[src/cansw_pkg.sv]
package cansw_pkg;

  // ****************************************
  // Register map (byte addresses)
  // ****************************************
  localparam logic [7:0] ADDR_MODE   = 8'h00;
  localparam logic [7:0] ADDR_WAKE   = 8'h04;
  localparam logic [7:0] ADDR_SWK    = 8'h08;
  localparam logic [7:0] ADDR_BTL    = 8'h0C;
  localparam logic [7:0] ADDR_CDR    = 8'h10;
  localparam logic [7:0] ADDR_OSC    = 8'h14;
  localparam logic [7:0] ADDR_OSC_H  = 8'h18;
  localparam logic [7:0] ADDR_OSC_L  = 8'h1C;
  localparam logic [7:0] ADDR_TRIM   = 8'h20;

  // ****************************************
  // Field positions
  // ****************************************
  localparam int MODE_LSB     = 0;
  localparam int CFG_ERR_BIT  = 4;
  localparam int WAKE_BIT     = 0;
  localparam int WUP_BIT      = 1;
  localparam int WUF_BIT      = 2;
  localparam int FRAME_ERROR_COUNT_LSB     = 8;
  localparam int RXSEL_BIT    = 0;
  localparam int FDEN_BIT     = 1;
  localparam int HOLD_BIT     = 2;
  localparam int FILT_LSB     = 4;
  localparam int MEAS_BIT     = 0;
  localparam int UNLOCK_LSB   = 1;

  // ****************************************
  // Widths, codes and reset values
  // ****************************************
  localparam int FRAME_ERROR_COUNT_W       = 6;
  localparam int OSC_W        = 16;
  localparam logic [2:0] MODE_OFF   = 3'h0;
  localparam logic [2:0] MODE_WK    = 3'h1;
  localparam logic [2:0] MODE_SWK   = 3'h5;
  localparam logic [2:0] MODE_RST   = 3'h0;
  localparam logic [5:0] FRAME_ERROR_COUNT_MAX   = 6'h1F;
  localparam logic [5:0] FRAME_ERROR_COUNT_OVF   = 6'h20;
  localparam logic [5:0] BTL_RST    = 6'h33;
  localparam logic [7:0] CDR_RST    = 8'h00;
  localparam logic [2:0] FILT_RST   = 3'h0;
  localparam logic [7:0] TRIM_RST   = 8'h00;
  localparam logic [1:0] TRIM_OPEN  = 2'h3;
  localparam logic [15:0] OSC_SAT   = 16'hFFFF;

  typedef enum logic [1:0] {
    DEC_IDLE,
    DEC_RUN,
    DEC_SKIP
  } cansw_dec_t;

endpackage : cansw_pkg

[src/cansw_frame_error_count_if.sv]
interface cansw_frame_error_count_if;
  logic       inc;
  logic       dec;
  logic       clr;
  logic [5:0] count;
  modport ctl (output inc, output dec, output clr, input count);
  modport cnt (input inc, input dec, input clr, output count);
endinterface : cansw_frame_error_count_if

[src/cansw_ctrl.sv]
// Functional notes
// - Mode codes: off, wake, rx-only, normal, selective
// - Normal restart: off kept, plain modes become 001
// - Normal restart from selective: 101, error set
// - Other-source wake: no CAN flags, selective shows error
// - Counter overflow wakes with error, counter 100000
// - Fail-safe forces plain wake-capable mode
// - CAN wake restarts sleep, else interrupt
// - Bit timing set by host per clock
// - Receiver select picks decoder data source
// - Count transmit pulse length when measuring
// - Trim writes only when unlocked and measuring
// - Tolerant mode skips FD frames, no wake
// - EDL bit classifies FD versus classic frame
// - Decoder ready again at FD end-of-frame
// - FD filter set by host for data rate
// - Not tolerant: FD or bad counts up
// - Tolerant: only bad counts up
// - Tolerant with hold: counter held clear
// - Silence expiry clears counter hold
//
// The register offsets and the APB register port were chosen for this implementation.
module cansw_ctrl
  import cansw_pkg::*;
(
  input  wire logic        pclk,            // 50 MHz clock
  input  wire logic        presetn,         // Async reset, low
  input  wire logic        psel,            // APB select
  input  wire logic        penable,         // APB enable
  input  wire logic        pwrite,          // APB direction
  input  wire logic [7:0]  paddr,           // APB address
  input  wire logic [31:0] pwdata,          // APB write data
  output logic      [31:0] prdata,          // APB read data
  output logic             pready,          // APB ready
  output logic             pslverr,         // APB error
  input  wire logic        restart_normal,  // Restart out of normal
  input  wire logic        sleep_entry,     // Sleep entered
  input  wire logic        other_wake,      // Non-CAN wake source
  input  wire logic        failsafe_entry,  // Fail-safe entered
  input  wire logic        frm_sof,         // Decoder saw SOF
  input  wire logic        frm_edl_vld,     // EDL bit sampled
  input  wire logic        frm_edl,         // EDL bit value
  input  wire logic        frm_end,         // Classic frame done
  input  wire logic        frm_ok,          // Frame was correct
  input  wire logic        frm_wuf,         // Frame matched wake
  input  wire logic        frm_eof,         // End-of-frame seen
  input  wire logic        wup_det,         // Bus wake pattern
  input  wire logic        bus_silent,      // Silence window open
  input  wire logic        silence_expired, // Silence time elapsed
  input  wire logic        rx_lowpower,     // Low-power receiver pin
  input  wire logic        rx_normal,       // Normal receiver pin
  input  wire logic        can_tx_input,    // Transmit pin
  output logic             dec_rx,          // Data to frame decoder
  output logic             swk_active,      // Selective wake running
  output logic      [2:0]  can_mode_sel,    // Current CAN mode
  output logic             restart_req,     // Wake from sleep
  output logic             wake_int,        // Wake in normal/stop
  output logic      [7:0]  osc_trim,        // Oscillator trim
  output logic      [5:0]  bit_timing,      // Bit timing control
  output logic      [7:0]  clock_recovery,  // Clock recovery control
  output logic      [2:0]  fd_filter        // FD dominant filter
);

  // ****************************************
  // State
  // ****************************************
  logic [2:0]       mode_q;
  logic             cfg_err_q;
  logic             wake_q;
  logic             wup_q;
  logic             wuf_q;
  logic             rxsel_q;
  logic             fd_en_q;
  logic             hold_q;
  logic [2:0]       filt_q;
  logic [5:0]       btl_q;
  logic [7:0]       cdr_q;
  logic             meas_q;
  logic [1:0]       unlock_q;
  logic [7:0]       trim_q;
  logic [OSC_W-1:0] osc_q;
  logic             sleep_q;
  logic [31:0]      prdata_q;
  logic             dec_rx_q;
  cansw_dec_t       dec_q;
  logic [1:0]       rxl_s;
  logic [1:0]       rxn_s;
  logic [1:0]       tx_s;
  logic             tx_d;

  cansw_frame_error_count_if ec ();

  cansw_frame_error_count u_frame_error_count (
    .pclk    (pclk),
    .presetn (presetn),
    .ec      (ec)
  );

  // ****************************************
  // APB decode
  // ****************************************
  logic       setup;
  logic       wr;
  logic       hit;
  logic [2:0] mode_next;
  logic       swk_sel;

  assign setup   = psel && !penable;
  assign wr      = psel && penable && pwrite;
  assign pready  = 1'b1;
  assign pslverr = psel && penable && !hit;
  assign prdata  = prdata_q;

  always_comb begin
    unique case (paddr)
      ADDR_MODE, ADDR_WAKE, ADDR_SWK, ADDR_BTL, ADDR_CDR,
      ADDR_OSC, ADDR_OSC_H, ADDR_OSC_L, ADDR_TRIM: hit = 1'b1;
      default: hit = 1'b0;
    endcase
  end

  // Read data is captured in setup so access needs no wait state
  always_ff @(posedge pclk or negedge presetn) begin
    if (!presetn) begin
      prdata_q <= '0;
    end else if (setup && !pwrite) begin
      prdata_q <= '0;
      unique case (paddr)
        ADDR_MODE: begin
          prdata_q[MODE_LSB+:3]  <= mode_q;
          prdata_q[CFG_ERR_BIT]  <= cfg_err_q;
        end
        ADDR_WAKE: begin
          prdata_q[WAKE_BIT]         <= wake_q;
          prdata_q[WUP_BIT]          <= wup_q;
          prdata_q[WUF_BIT]          <= wuf_q;
          prdata_q[FRAME_ERROR_COUNT_LSB+:FRAME_ERROR_COUNT_W] <= ec.count;
        end
        ADDR_SWK: begin
          prdata_q[RXSEL_BIT]    <= rxsel_q;
          prdata_q[FDEN_BIT]     <= fd_en_q;
          prdata_q[HOLD_BIT]     <= hold_q;
          prdata_q[FILT_LSB+:3]  <= filt_q;
        end
        ADDR_BTL:   prdata_q[5:0] <= btl_q;
        ADDR_CDR:   prdata_q[7:0] <= cdr_q;
        ADDR_OSC: begin
          prdata_q[MEAS_BIT]       <= meas_q;
          prdata_q[UNLOCK_LSB+:2]  <= unlock_q;
        end
        ADDR_OSC_H: prdata_q[7:0] <= osc_q[15:8];
        ADDR_OSC_L: prdata_q[7:0] <= osc_q[7:0];
        ADDR_TRIM:  prdata_q[7:0] <= trim_q;
        default:    prdata_q <= '0;
      endcase
    end
  end

  // ****************************************
  // Mode decode and wake detection
  // ****************************************
  // Selected but failed check runs as plain wake-capable
  assign swk_sel    = mode_q[2] && (mode_q[1:0] != 2'h0);
  assign swk_active = swk_sel && !cfg_err_q;

  // Restart and sleep entry fold plain modes to 001, selective to 101
  always_comb begin
    if (mode_q[1:0] == 2'h0) begin
      mode_next = mode_q;
    end else if (mode_q[2]) begin
      mode_next = MODE_SWK;
    end else begin
      mode_next = MODE_WK;
    end
  end

  logic wk_armed;
  logic wup_wake;
  logic wuf_wake;
  logic ovf_wake;
  logic can_wake;
  logic fd_frame;
  logic good_frm;
  logic bad_frm;

  assign wk_armed = (mode_q == MODE_WK) || (swk_sel && cfg_err_q);
  assign wup_wake = wup_det && wk_armed && !wake_q;
  assign fd_frame = (dec_q == DEC_RUN) && frm_edl_vld && frm_edl;
  assign good_frm = (dec_q == DEC_RUN) && frm_end && frm_ok;
  assign bad_frm  = (dec_q == DEC_RUN) && frm_end && !frm_ok;
  // Skipped FD frames never reach here, so they cannot wake
  assign wuf_wake = good_frm && frm_wuf && swk_active && !wake_q;
  assign ovf_wake = ec.inc && ec.count == FRAME_ERROR_COUNT_MAX && swk_active
                    && sleep_q && !wake_q && !ec.clr;
  assign can_wake = wup_wake || wuf_wake || ovf_wake;

  assign restart_req = sleep_q && (can_wake || other_wake);
  assign wake_int    = !sleep_q && can_wake;

  always_ff @(posedge pclk or negedge presetn) begin
    if (!presetn) begin
      sleep_q <= 1'b0;
    end else if (restart_req) begin
      sleep_q <= 1'b0;
    end else if (sleep_entry) begin
      sleep_q <= 1'b1;
    end
  end

  // ****************************************
  // CAN mode
  // ****************************************
  // Events from the system outrank a software write
  always_ff @(posedge pclk or negedge presetn) begin
    if (!presetn) begin
      mode_q <= MODE_RST;
    end else if (failsafe_entry) begin
      mode_q <= MODE_WK;
    end else if (restart_normal || sleep_entry) begin
      mode_q <= mode_next;
    end else if (sleep_q && other_wake && swk_sel) begin
      mode_q <= MODE_SWK;
    end else if (wr && paddr == ADDR_MODE) begin
      mode_q <= pwdata[MODE_LSB+:3];
    end
  end

  assign can_mode_sel = mode_q;

  // Set beats the software clear in the same cycle
  always_ff @(posedge pclk or negedge presetn) begin
    if (!presetn) begin
      cfg_err_q <= 1'b0;
    end else if ((restart_normal && swk_sel) || ovf_wake) begin
      cfg_err_q <= 1'b1;
    end else if (sleep_q && other_wake && swk_sel) begin
      cfg_err_q <= 1'b1;
    end else if (restart_normal) begin
      cfg_err_q <= 1'b0;
    end else if (wr && paddr == ADDR_MODE && pwdata[CFG_ERR_BIT]) begin
      cfg_err_q <= 1'b0;
    end
  end

  // ****************************************
  // Wake flags
  // ****************************************
  logic wake_clr;
  assign wake_clr = wr && paddr == ADDR_WAKE;

  always_ff @(posedge pclk or negedge presetn) begin
    if (!presetn) begin
      wake_q <= 1'b0;
    end else if (can_wake) begin
      wake_q <= 1'b1;
    end else if (wake_clr && pwdata[WAKE_BIT]) begin
      wake_q <= 1'b0;
    end
  end

  always_ff @(posedge pclk or negedge presetn) begin
    if (!presetn) begin
      wup_q <= 1'b0;
    end else if (wup_wake || (wuf_wake && !bus_silent)) begin
      wup_q <= 1'b1;
    end else if (wake_clr && pwdata[WUP_BIT]) begin
      wup_q <= 1'b0;
    end
  end

  always_ff @(posedge pclk or negedge presetn) begin
    if (!presetn) begin
      wuf_q <= 1'b0;
    end else if (wuf_wake) begin
      wuf_q <= 1'b1;
    end else if (ovf_wake) begin
      wuf_q <= 1'b0;
    end else if (wake_clr && pwdata[WUF_BIT]) begin
      wuf_q <= 1'b0;
    end
  end

  // ****************************************
  // Frame decoder sequencing and error counter
  // ****************************************
  always_ff @(posedge pclk or negedge presetn) begin
    if (!presetn) begin
      dec_q <= DEC_IDLE;
    end else begin
      unique case (dec_q)
        DEC_IDLE: if (frm_sof) dec_q <= DEC_RUN;
        DEC_RUN: begin
          if (fd_frame) begin
            dec_q <= DEC_SKIP;
          end else if (frm_end) begin
            dec_q <= DEC_IDLE;
          end
        end
        DEC_SKIP: if (frm_eof) dec_q <= DEC_IDLE;
        default:  dec_q <= DEC_IDLE;
      endcase
    end
  end

  assign ec.inc = swk_active && (bad_frm || (fd_frame && !fd_en_q));
  assign ec.dec = swk_active && (good_frm || (fd_frame && fd_en_q));
  assign ec.clr = fd_en_q && hold_q;

  // ****************************************
  // Selective wake configuration
  // ****************************************
  always_ff @(posedge pclk or negedge presetn) begin
    if (!presetn) begin
      rxsel_q <= 1'b0;
      fd_en_q <= 1'b0;
      filt_q  <= FILT_RST;
    end else if (wr && paddr == ADDR_SWK) begin
      rxsel_q <= pwdata[RXSEL_BIT];
      fd_en_q <= pwdata[FDEN_BIT];
      filt_q  <= pwdata[FILT_LSB+:3];
    end
  end

  // Expiry outranks a write landing in the same cycle
  always_ff @(posedge pclk or negedge presetn) begin
    if (!presetn) begin
      hold_q <= 1'b0;
    end else if (silence_expired) begin
      hold_q <= 1'b0;
    end else if (wr && paddr == ADDR_SWK) begin
      hold_q <= pwdata[HOLD_BIT];
    end
  end

  always_ff @(posedge pclk or negedge presetn) begin
    if (!presetn) begin
      btl_q <= BTL_RST;
      cdr_q <= CDR_RST;
    end else if (wr && paddr == ADDR_BTL) begin
      btl_q <= pwdata[5:0];
    end else if (wr && paddr == ADDR_CDR) begin
      cdr_q <= pwdata[7:0];
    end
  end

  assign bit_timing     = btl_q;
  assign clock_recovery = cdr_q;
  assign fd_filter      = filt_q;

  // ****************************************
  // Pin synchronisers and receiver select
  // ****************************************
  always_ff @(posedge pclk or negedge presetn) begin
    if (!presetn) begin
      rxl_s <= 2'h3;
      rxn_s <= 2'h3;
      tx_s  <= 2'h3;
      tx_d  <= 1'b1;
    end else begin
      rxl_s <= {rxl_s[0], rx_lowpower};
      rxn_s <= {rxn_s[0], rx_normal};
      tx_s  <= {tx_s[0], can_tx_input};
      tx_d  <= tx_s[1];
    end
  end

  always_ff @(posedge pclk or negedge presetn) begin
    if (!presetn) begin
      dec_rx_q <= 1'b1;
    end else begin
      dec_rx_q <= rxsel_q ? rxn_s[1] : rxl_s[1];
    end
  end

  assign dec_rx = dec_rx_q;

  // ****************************************
  // Oscillator measurement and trim
  // ****************************************
  logic meas_on;
  assign meas_on = meas_q && (mode_q[1:0] == 2'h0);

  always_ff @(posedge pclk or negedge presetn) begin
    if (!presetn) begin
      meas_q   <= 1'b0;
      unlock_q <= 2'h0;
    end else if (wr && paddr == ADDR_OSC) begin
      meas_q   <= pwdata[MEAS_BIT];
      unlock_q <= pwdata[UNLOCK_LSB+:2];
    end
  end

  // Low pulse on the transmit pin is timed; saturates rather than wraps
  always_ff @(posedge pclk or negedge presetn) begin
    if (!presetn) begin
      osc_q <= '0;
    end else if (meas_on && tx_d && !tx_s[1]) begin
      osc_q <= 16'h0001;
    end else if (meas_on && !tx_s[1] && osc_q != OSC_SAT) begin
      osc_q <= osc_q + 16'h0001;
    end
  end

  always_ff @(posedge pclk or negedge presetn) begin
    if (!presetn) begin
      trim_q <= TRIM_RST;
    end else if (wr && paddr == ADDR_TRIM && unlock_q == TRIM_OPEN
                 && meas_q) begin
      trim_q <= pwdata[7:0];
    end
  end

  assign osc_trim = trim_q;

  // ****************************************
  // Checks
  // ****************************************
  a_restart_plain: assert property (@(posedge pclk) disable iff (!presetn)
    (restart_normal && !failsafe_entry && !mode_q[2]
     && mode_q[1:0] != 2'h0) |=> mode_q == MODE_WK && !cfg_err_q)
    else $error("plain mode not folded to wake-capable");

  a_restart_swk: assert property (@(posedge pclk) disable iff (!presetn)
    (restart_normal && !failsafe_entry && swk_sel)
    |=> mode_q == MODE_SWK && cfg_err_q)
    else $error("selective mode restart wrong");

  a_failsafe_mode: assert property (@(posedge pclk) disable iff (!presetn)
    failsafe_entry |=> mode_q == MODE_WK && !swk_active)
    else $error("fail-safe did not force wake-capable");

  a_trim_locked: assert property (@(posedge pclk) disable iff (!presetn)
    (unlock_q != TRIM_OPEN || !meas_q) |=> $stable(trim_q))
    else $error("trim changed while locked");

  a_silence_hold: assert property (@(posedge pclk) disable iff (!presetn)
    silence_expired |=> !hold_q)
    else $error("hold not cleared at silence expiry");

  a_skip_nowake: assert property (@(posedge pclk) disable iff (!presetn)
    (dec_q == DEC_SKIP && !ec.clr) |=> $stable(ec.count) && !$rose(wuf_q))
    else $error("skipped frame affected wake or counter");

  a_pattern_wake: assert property (@(posedge pclk) disable iff (!presetn)
    (wup_wake && !wuf_wake) |=> wake_q && wup_q
    ##1 (wake_q || $past(wake_clr && pwdata[WAKE_BIT])))
    else $error("pattern wake flags not set");

  a_other_wake: assert property (@(posedge pclk) disable iff (!presetn)
    (sleep_q && other_wake && !can_wake) |-> restart_req ##1
    (!sleep_q && $stable(wuf_q)))
    else $error("other wake source mishandled");

  a_ovf_error: assert property (@(posedge pclk) disable iff (!presetn)
    ovf_wake |=> cfg_err_q && wake_q && !wuf_q && ec.count == FRAME_ERROR_COUNT_OVF)
    else $error("overflow wake state wrong");

endmodule : cansw_ctrl

[src/cansw_frame_error_count.sv]
module cansw_frame_error_count
  import cansw_pkg::*;
(
  input  wire logic   pclk,    // System clock
  input  wire logic   presetn, // Async reset
  cansw_frame_error_count_if.cnt   ec       // Counter control
);

  logic [FRAME_ERROR_COUNT_W-1:0] count_q;

  // ****************************************
  // Frame error counter
  // ****************************************
  // Overflow value sticks so software can read it after wake
  always_ff @(posedge pclk or negedge presetn) begin
    if (!presetn) begin
      count_q <= '0;
    end else if (ec.clr) begin
      count_q <= '0;
    end else if (ec.inc && count_q != FRAME_ERROR_COUNT_OVF) begin
      count_q <= count_q + 6'h01;
    end else if (ec.dec && count_q != '0 && count_q != FRAME_ERROR_COUNT_OVF) begin
      count_q <= count_q - 6'h01;
    end
  end

  assign ec.count = count_q;

  a_hold_clears: assert property (@(posedge pclk) disable iff (!presetn)
    ec.clr |=> count_q == '0)
    else $error("error counter not held clear");

  a_ovf_reach: assert property (@(posedge pclk) disable iff (!presetn)
    (ec.inc && !ec.clr && count_q == FRAME_ERROR_COUNT_MAX) |=> count_q == FRAME_ERROR_COUNT_OVF)
    else $error("counter did not reach overflow value");

endmodule : cansw_frame_error_count

[config.mk]
export PLATFORM = sky130hd
export DESIGN_NAME = cansw_ctrl
export DESIGN_NICKNAME = d
export VERILOG_FILES = /design/src/cansw_pkg.sv /design/src/cansw_frame_error_count_if.sv /design/src/cansw_ctrl.sv /design/src/cansw_frame_error_count.sv
export SDC_FILE = /design/constraint.sdc
export NUM_CORES = 1
export LEC_CHECK = 0
export CAP_MARGIN = 20
export CORE_UTILIZATION = 48
export CTS_BUF_LIST = sky130_fd_sc_hd__clkbuf_4 sky130_fd_sc_hd__clkbuf_8 sky130_fd_sc_hd__clkbuf_16
export DETAILED_ROUTE_END_ITERATION = 10
export DONT_BUFFER_PORTS = 1
export GPL_TIMING_DRIVEN = 1
export HOLD_SLACK_MARGIN = 0.06
export PLACE_DENSITY = 0.75
export SYNTH_ARGS = -nofsm -noshare
export SYNTH_HDL_FRONTEND = slang
export SYNTH_SLANG_ARGS = --single-unit
export TNS_END_PERCENT = 1
[constraint.sdc]
create_clock -name pclk -period 3.6 [get_ports pclk]
set_input_delay 0.72 -clock pclk [delete_from_list [all_inputs] [get_ports pclk]]
set_output_delay 0.72 -clock pclk [all_outputs]
set_load 0.05 [all_outputs]
# Word-level counts from Yosys, hierarchy flattened
# Index checks and enable logic that the tools add are counted.
[op_classes] add_sub_neg=3 multipliers=0 n_div=0 n_lt_le_gt_ge=0 n_eq_ne=19 shift=0 muxes=40 n_bitwise=1 n_reduce_logical=93
[op_table] operator="$logic_and 1x1->1" n=55
[op_table] operator="$eq 8x5->1 const B" n=4
[op_table] operator="$mux 16" n=2
[op_table] operator="$pmux 3 s9" n=1
[op_table] operator="$mux 6" n=4
[op_table] operator="$mux 3" n=6
[op_table] operator="$mux 1" n=17
[op_table] operator="$add 16x1->16 const B" n=1
[op_table] operator="$eq 8x4->1 const B" n=2
[op_table] operator="$ne 16x16->1 const B" n=1
[op_table] operator="$reduce_bool 2->1" n=6
[op_table] operator="$logic_not 1->1" n=11
[op_table] operator="$pmux 1 s5" n=2
[op_table] operator="$logic_or 1x1->1" n=9
[op_table] operator="$reduce_or 9->1" n=1
[op_table] operator="$eq 8x3->1 const B" n=1
[op_table] operator="$eq 8x6->1 const B" n=1
[op_table] operator="$logic_not 8->1" n=1
[op_table] operator="$mux 2" n=4
[op_table] operator="$reduce_bool 4->1" n=2
[op_table] operator="$pmux 1 s7" n=1
[op_table] operator="$add 6x1->6 const B" n=1
[op_table] operator="$eq 6x5->1 const B" n=1
[op_table] operator="$ne 3x3->1 const B" n=2
[op_table] operator="15 further kinds" n=20
[word_totals] regBits=85 latchBits=0 ramBits=0 romBits=0 in_bits=62 output_inout_bits=66 wordCells=180 n_memories=0

# Depth between registers and ports, before layout
[logic_depth] ltp_word=15 mapped_depth=10 depth_no_buf=10

# By module
# A second synthesis with hierarchy kept.
[hier_totals] hier_cells=445 area_unflattened_um2=4750.8
[modules_own_cells] module="cansw_ctrl" n_inst=1 cells_per_inst=397 area_each_um2=4257.8 seq_area_each_um2=1991.9
[modules_own_cells] module="cansw_frame_error_count" n_inst=1 cells_per_inst=48 area_each_um2=493.0 seq_area_each_um2=150.1

# Least setup slack after synthesis
# OpenSTA, ideal clock, no wires.
[synth_timing] path_type="register to register" start="register mode_q[0], in the netlist can_mode_sel[0]" end="register u_frame_error_count.count_q[4], in the netlist u_frame_error_count.ec.count[4]" setup_ns=0.073 arrival_time_ns=2.856 required_ns=3.527 path_slack_ns=0.671 stages_incl_launch_ff=10 n_path_buf=0 period_less_slack_ns=2.929 cell_sequence="dfrtp_1 > o21ai_4 > a2111oi_4 > nand2_1 > ha_1 > nor2b_1 > o21a_1 > o21ai_0 > or3b_1 > a21oi_2"
[synth_via] elab_chain_cells=7 elab_cells_between_ends=11 cone_classes="2 x mux; 9 x reduce/logical"
[synth_lines] element="start: declaration" line="cansw_ctrl.sv:67" source="logic [2:0] mode_q;"
[synth_lines] element="start signal: assignment" line="cansw_ctrl.sv:220" source="mode_q <= mode_next;"
[synth_lines] element="start signal: assignment" line="cansw_ctrl.sv:224" source="mode_q <= pwdata[MODE_LSB+:3];"
[synth_lines] element="$reduce_bool 2->1 (*)" line="cansw_ctrl.sv:163" source="assign swk_sel = mode_q[2] && (mode_q[1:0] != 2'h0);"
[synth_lines] element="$logic_and 1x1->1 (*)" line="cansw_ctrl.sv:163"
[synth_lines] element="$logic_and 1x1->1 (*)" line="cansw_ctrl.sv:164" source="assign swk_active = swk_sel && !cfg_err_q;"
[synth_lines] element="$logic_and 1x1->1 (on tied branches)" line="cansw_ctrl.sv:305, cansw_ctrl.sv:306"
[synth_lines] element="$logic_and 1x1->1 (on tied branches)" line="cansw_frame_error_count.sv:20, cansw_frame_error_count.sv:22"
[synth_lines] element="$mux 6 or $logic_and 1x1->1 (tied branches)" line="cansw_frame_error_count.sv:20, cansw_frame_error_count.sv:22"
[synth_lines] element="$mux 6 or $reduce_bool 3->1 (tied branches)"
[synth_lines] element="end signal: assignment" line="cansw_frame_error_count.sv:21" source="count_q <= count_q + 6'h01;"
[synth_lines] element="end signal: assignment" line="cansw_frame_error_count.sv:23" source="count_q <= count_q - 6'h01;"
[synth_lines] element="end: declaration" line="cansw_frame_error_count.sv:9" source="logic [FRAME_ERROR_COUNT_W-1:0] count_q;"
# Every way passes the cells marked *; elsewhere a longest branch is shown, timed or not.
# A chain may end at the register's enable or synchronous reset.

# Worst setup path in the final report
[layout_timing] start="register mode_q[1], in the netlist can_mode_sel[1]" end="output port wake_int"
[layout_via] elab_chain_cells=11 elab_cells_between_ends=19 cone_classes="1 x eq/ne; 18 x reduce/logical"
[layout_lines] element="$reduce_bool 2->1" line="cansw_ctrl.sv:163"
[layout_lines] element="$logic_and 1x1->1" line="cansw_ctrl.sv:163"
[layout_lines] element="$logic_and 1x1->1" line="cansw_ctrl.sv:164"
[layout_lines] element="$logic_and 1x1->1" line="cansw_ctrl.sv:305" source="assign ec.inc = swk_active && (bad_frm || (fd_frame && !fd_en_q));"
[layout_lines] element="$logic_and 1x1->1 (2 in series)" line="cansw_ctrl.sv:193" source="assign ovf_wake = ec.inc && ec.count == FRAME_ERROR_COUNT_MAX && swk_active"
[layout_lines] element="$logic_and 1x1->1 (3 in series)" line="cansw_ctrl.sv:194" source="&& sleep_q && !wake_q && !ec.clr;"
[layout_lines] element="$logic_or 1x1->1 (*)" line="cansw_ctrl.sv:195" source="assign can_wake = wup_wake || wuf_wake || ovf_wake;"
[layout_lines] element="$logic_and 1x1->1 (*)" line="cansw_ctrl.sv:198" source="assign wake_int = !sleep_q && can_wake;"
[layout_lines] element="end: declaration" line="cansw_ctrl.sv:57" source="output logic wake_int,"
# Marks and branches as above.

==> impl_results.md <==
- Crit-path max FO: 8
- Sequential group share of total power: a little under three fifths
- Area leader, netlist: dfrtp_1
- Width of the chip: around 100 um
- Dpl cells: around 550
- First-pass GRT wire length: roughly 18000 um
- Reg-to-reg slack, setup: ~0.65 ns
- Ports: about 130
- Vias in the first global route: around 3400
- Simple-gate share of the synthesized area: between 15 and 20%
- Initial antenna violation count: 0
- Setup TNS: 0 ns
- Async S/R FF share, synth: 100%
- Ant diodes: 0
- Clock share of power: approximately 37%
- Crit path capture type: primary output
- Layout Utilization: between 50% and 60%
- HP Class: in2async
- CTS tree: done
- Std cell rows: 35
- Cell Area, Synth: approximately 4700 um^2
- Via density: around 6
- Actual slew at the worst max-slew pin: 0.944 ns
- Port buffer count: 0
- Clk sink count: 85
- Switching Fraction: 27.5%
- Total track usage: between 20% and 30%
- Xor and xnor area share after synthesis: 3.01%
- Post-Layout Inst Area: a little under 5000 um^2
- Die Area: between 10000 and 15000 um^2
- Largest family of logic cells by synthesized area: simple AND/OR/NAND/NOR gates
- Placed instance area: 4730 um^2
- Power share of the combinational group: ~7.5%
- Drt pass-1 iters: 4
- Status: completed
- Reg2reg end: u_frame_error_count.ec.count[4]
- DRT iter0 DRCs: ~180
- Crit Path Class: reg2out
- Sequential area share after synthesis: between 40 and 50%
- Largest net degree at the start of global routing: 74
- VDD IR max: 199 uV
- Post-synth cell types: ~70
- Via count: around 3400
- Relative slew slack: between 30% and 40%
- YS warnings: 0
- Sequence of cells on the critical path: nor2_1 > a21oi_1 > or4b_2 > o31ai_1 > buf_4 > and2_1
- Final wirelength: 11200 um
- Worst r2r src: can_mode_sel[1]
- Post-synth EDFFs: 0
- Post-Synth Adder-Cell Area: under 10%
- Syn_area_per_cell: ~11 um^2
- Mux cell area share after synthesis: between 10% and 20%
- Cell internal pwr: 1.39 mW
- Endpoints failing hold: 0
- Final Max Tran Viols: 0
- DRC Markers: 0
- Leak: ~2.1 nW
- HPWL Detailed: 8250 um
- Initial core utilization: 50.0%
- Post-synth top area share: about two fifths
- Num CTS Buffers: 9
- Slowest cell on crit path: or4b_2
- H-Tree Depth: 3
- Count of final setup violators: 0
- Later-pin clock latency in the skew report: approximately 0.37 ns
- Clock Skew: approximately 0.0089 ns
- Fmax: 0.319 GHz
- Multi-input logic area: roughly 2300 um^2
- Worst-path clk slew: approximately 0.080 ns
- # nets final: 500
- Avg WL per Cell: approximately 20 um
- FF+latch area: 2140 um^2
- Ranking of synthesized cells by area: dfrtp_1, mux2_2, dfstp_2
- Worst Path Required: 2.88 ns
- Post-cts sizing count: 0
- Tcrit/Tclk final: approximately 87%
- R2R depth: 9
- RSZ-0062 raised after global routing: no
- P_sw: 0.526 mW
- Max-Cap Viols: 0
- Synthesized flop and latch total: 85
- CP max stage delay: around 0.63 ns
- Placer congestion estimate: about 0.86
- Post-route ant nets: 0
- Top_reg_cell synth: dfrtp_1
- Compound-Gate Fraction of Synth Area: between 10% and 20%
- Die Span Y: 101 um
- Worst setup SP type: flip-flop
- Grt total ovfl: 0
- Share of layout cells above drive strength 1: between 20% and 30%
- Worst Path Arrival: 2.41 ns
- Fin cells: approximately 570
- Max clock buf depth: 2
- Post-Syn Instances: 429
- Tmin final: 3.13 ns
- Filler instances: a little over 800
- PwrDens: 386 nW/um^2
- Core area: between 9000 and 10000 um^2
- Layout Area Growth over Synthesis: 6.42%
- Root Buffer: clkbuf_8
## cells in the final DEF (no fill, tap or decap), types with 3 or more instances in the layout
cell type | netlist | final
nor3_2 | 3 | 3
inv_1 | 11 | 11
o211ai_1 | 4 | 4
and3_1 | 7 | 7
dfrtp_1 | 73 | 73
o22ai_1 | 4 | 4
a21o_1 | 3 | 3
or3_1 | 5 | 5
mux2_2 | 33 | 33
o21ai_0 | 10 | 10
ha_1 | 5 | 5
clkbuf_8 | 0 | 11
a22o_1 | 6 | 6
xnor2_1 | 16 | 16
mux2i_1 | 12 | 12
nand2_1 | 35 | 35
and4_1 | 3 | 3
dfstp_2 | 12 | 12
and2_1 | 4 | 4
a221oi_1 | 4 | 4
o31ai_1 | 3 | 3
nor2_1 | 34 | 34
nand4_1 | 4 | 4
a211oi_1 | 4 | 4
a21oi_1 | 14 | 14
conb_1 | 2 | 19
nor3_1 | 11 | 11
nor4_1 | 8 | 8
a31oi_1 | 5 | 5
nand3_1 | 11 | 11
mux4_2 | 4 | 4
buf_4 | 21 | 6
## cell families (layout without fill, tap and decap cells)
logic type                 after synthesis  count (layout)
AOI/OAI and AO/OA                       79              79
adders and majority gates                6               6
buffers and inverters                   43              34
DFF                                     85              85
other                                    2              19
and+or+nand+nor                        148             148
muxes                                   50              50
xor gates and xnor gates                16              16
## state kept, by name, summed over array words and instances (netlist names)
register                      flops
fd_filter                         3
wake_q                            1
u_frame_error_count.ec.count      6
prdata                           14
osc_trim                          8
meas_q                            1
rxsel_q                           1
rxl_s                             2
rxn_s                             2
wup_q                             1
cfg_err_q                         1
tx_s                              2
unlock_q                          2
bit_timing                        6
dec_rx                            1
wuf_q                             1
dec_q                             2
osc_q                            16
sleep_q                           1
clock_recovery                    8
tx_d                              1
fd_en_q                           1
hold_q                            1
can_mode_sel                      3
## Yosys cell counts, types with 5 or more instances
library cell,instances
dfrtp_1,73
nand2_1,35
nor2_1,34
mux2_2,33
buf_4,21
xnor2_1,16
a21oi_1,14
dfstp_2,12
mux2i_1,12
inv_1,11
nand3_1,11
nor3_1,11
o21ai_0,10
nor4_1,8
and3_1,7
a22o_1,6
a31oi_1,5
clkbuf_1,5
ha_1,5
or3_1,5
## critical path: cells and delay by family (launching register included)
family          cells  cell delay (ns)
flops               1             0.52
buf+inv             1             0.17
simple gates        3             1.21
compound gates      2             0.15
## power groups by stage
stage | Sequential (mW) | Combinational [mW] | Clock (mW)
2_1_floorplan | 1.07 | 0.139 | 0
3_3_place_gp | 1.08 | 0.122 | 0
3_5_place_dp | 1.08 | 0.125 | 0
4_1_cts | 1.06 | 0.145 | 0.718
5_1_grt | 1.06 | 0.157 | 0.763
6_report | 1.06 | 0.144 | 0.711
## worst max path at each step
stage                         start                              end  slack (ns)
floorplan           can_mode_sel[0]  u_frame_error_count.ec.count[4]        0.67
global placement             frm_ok  u_frame_error_count.ec.count[4]        0.61
detailed placement           frm_ok  u_frame_error_count.ec.count[4]        0.50
CTS                 can_mode_sel[1]                         wake_int        0.46
global route                fd_en_q                         wake_int        0.36
finish              can_mode_sel[1]                         wake_int        0.47
## final cells by class
cell class	count	area share (%)
clock buffer	12	3.20
inverter	11	0.832
clock inverter	4	0.959
tap	129	3.25
multi-input combinational	318	47.1
timing repair buffer	7	1.46
sequential	85	43.2
## metal layers
metal | global-route usage, % | vias up | wire [um]
met5 | 0 | - | 0
met4 | 9.70 | 0 | 304
met3 | 6.52 | 27 | 875
met2 | 36.9 | 139 | 5350
met1 | 30.6 | 1688 | 4660
li1 | - | 1558 | -
## per-stage QoR
stage                     total power [mW]  hold slack (ns)  worst slack, ns
final                                 1.92            0.192            0.470
after global routing                  1.98            0.174            0.360
after CTS                             1.92            0.186            0.460
after detailed placement              1.20            0.347            0.497
after floorplan                       1.21            0.345            0.671
after global placement                1.20            0.346            0.609
## what timing repair did
item | 4_1_cts | 5_1_grt
endpoints found under the hold margin | 73 | 0
hold buffers | 1 | 0
setup buffers | 0 | 0
No activity file was read; power rests on OpenSTA's default activity.
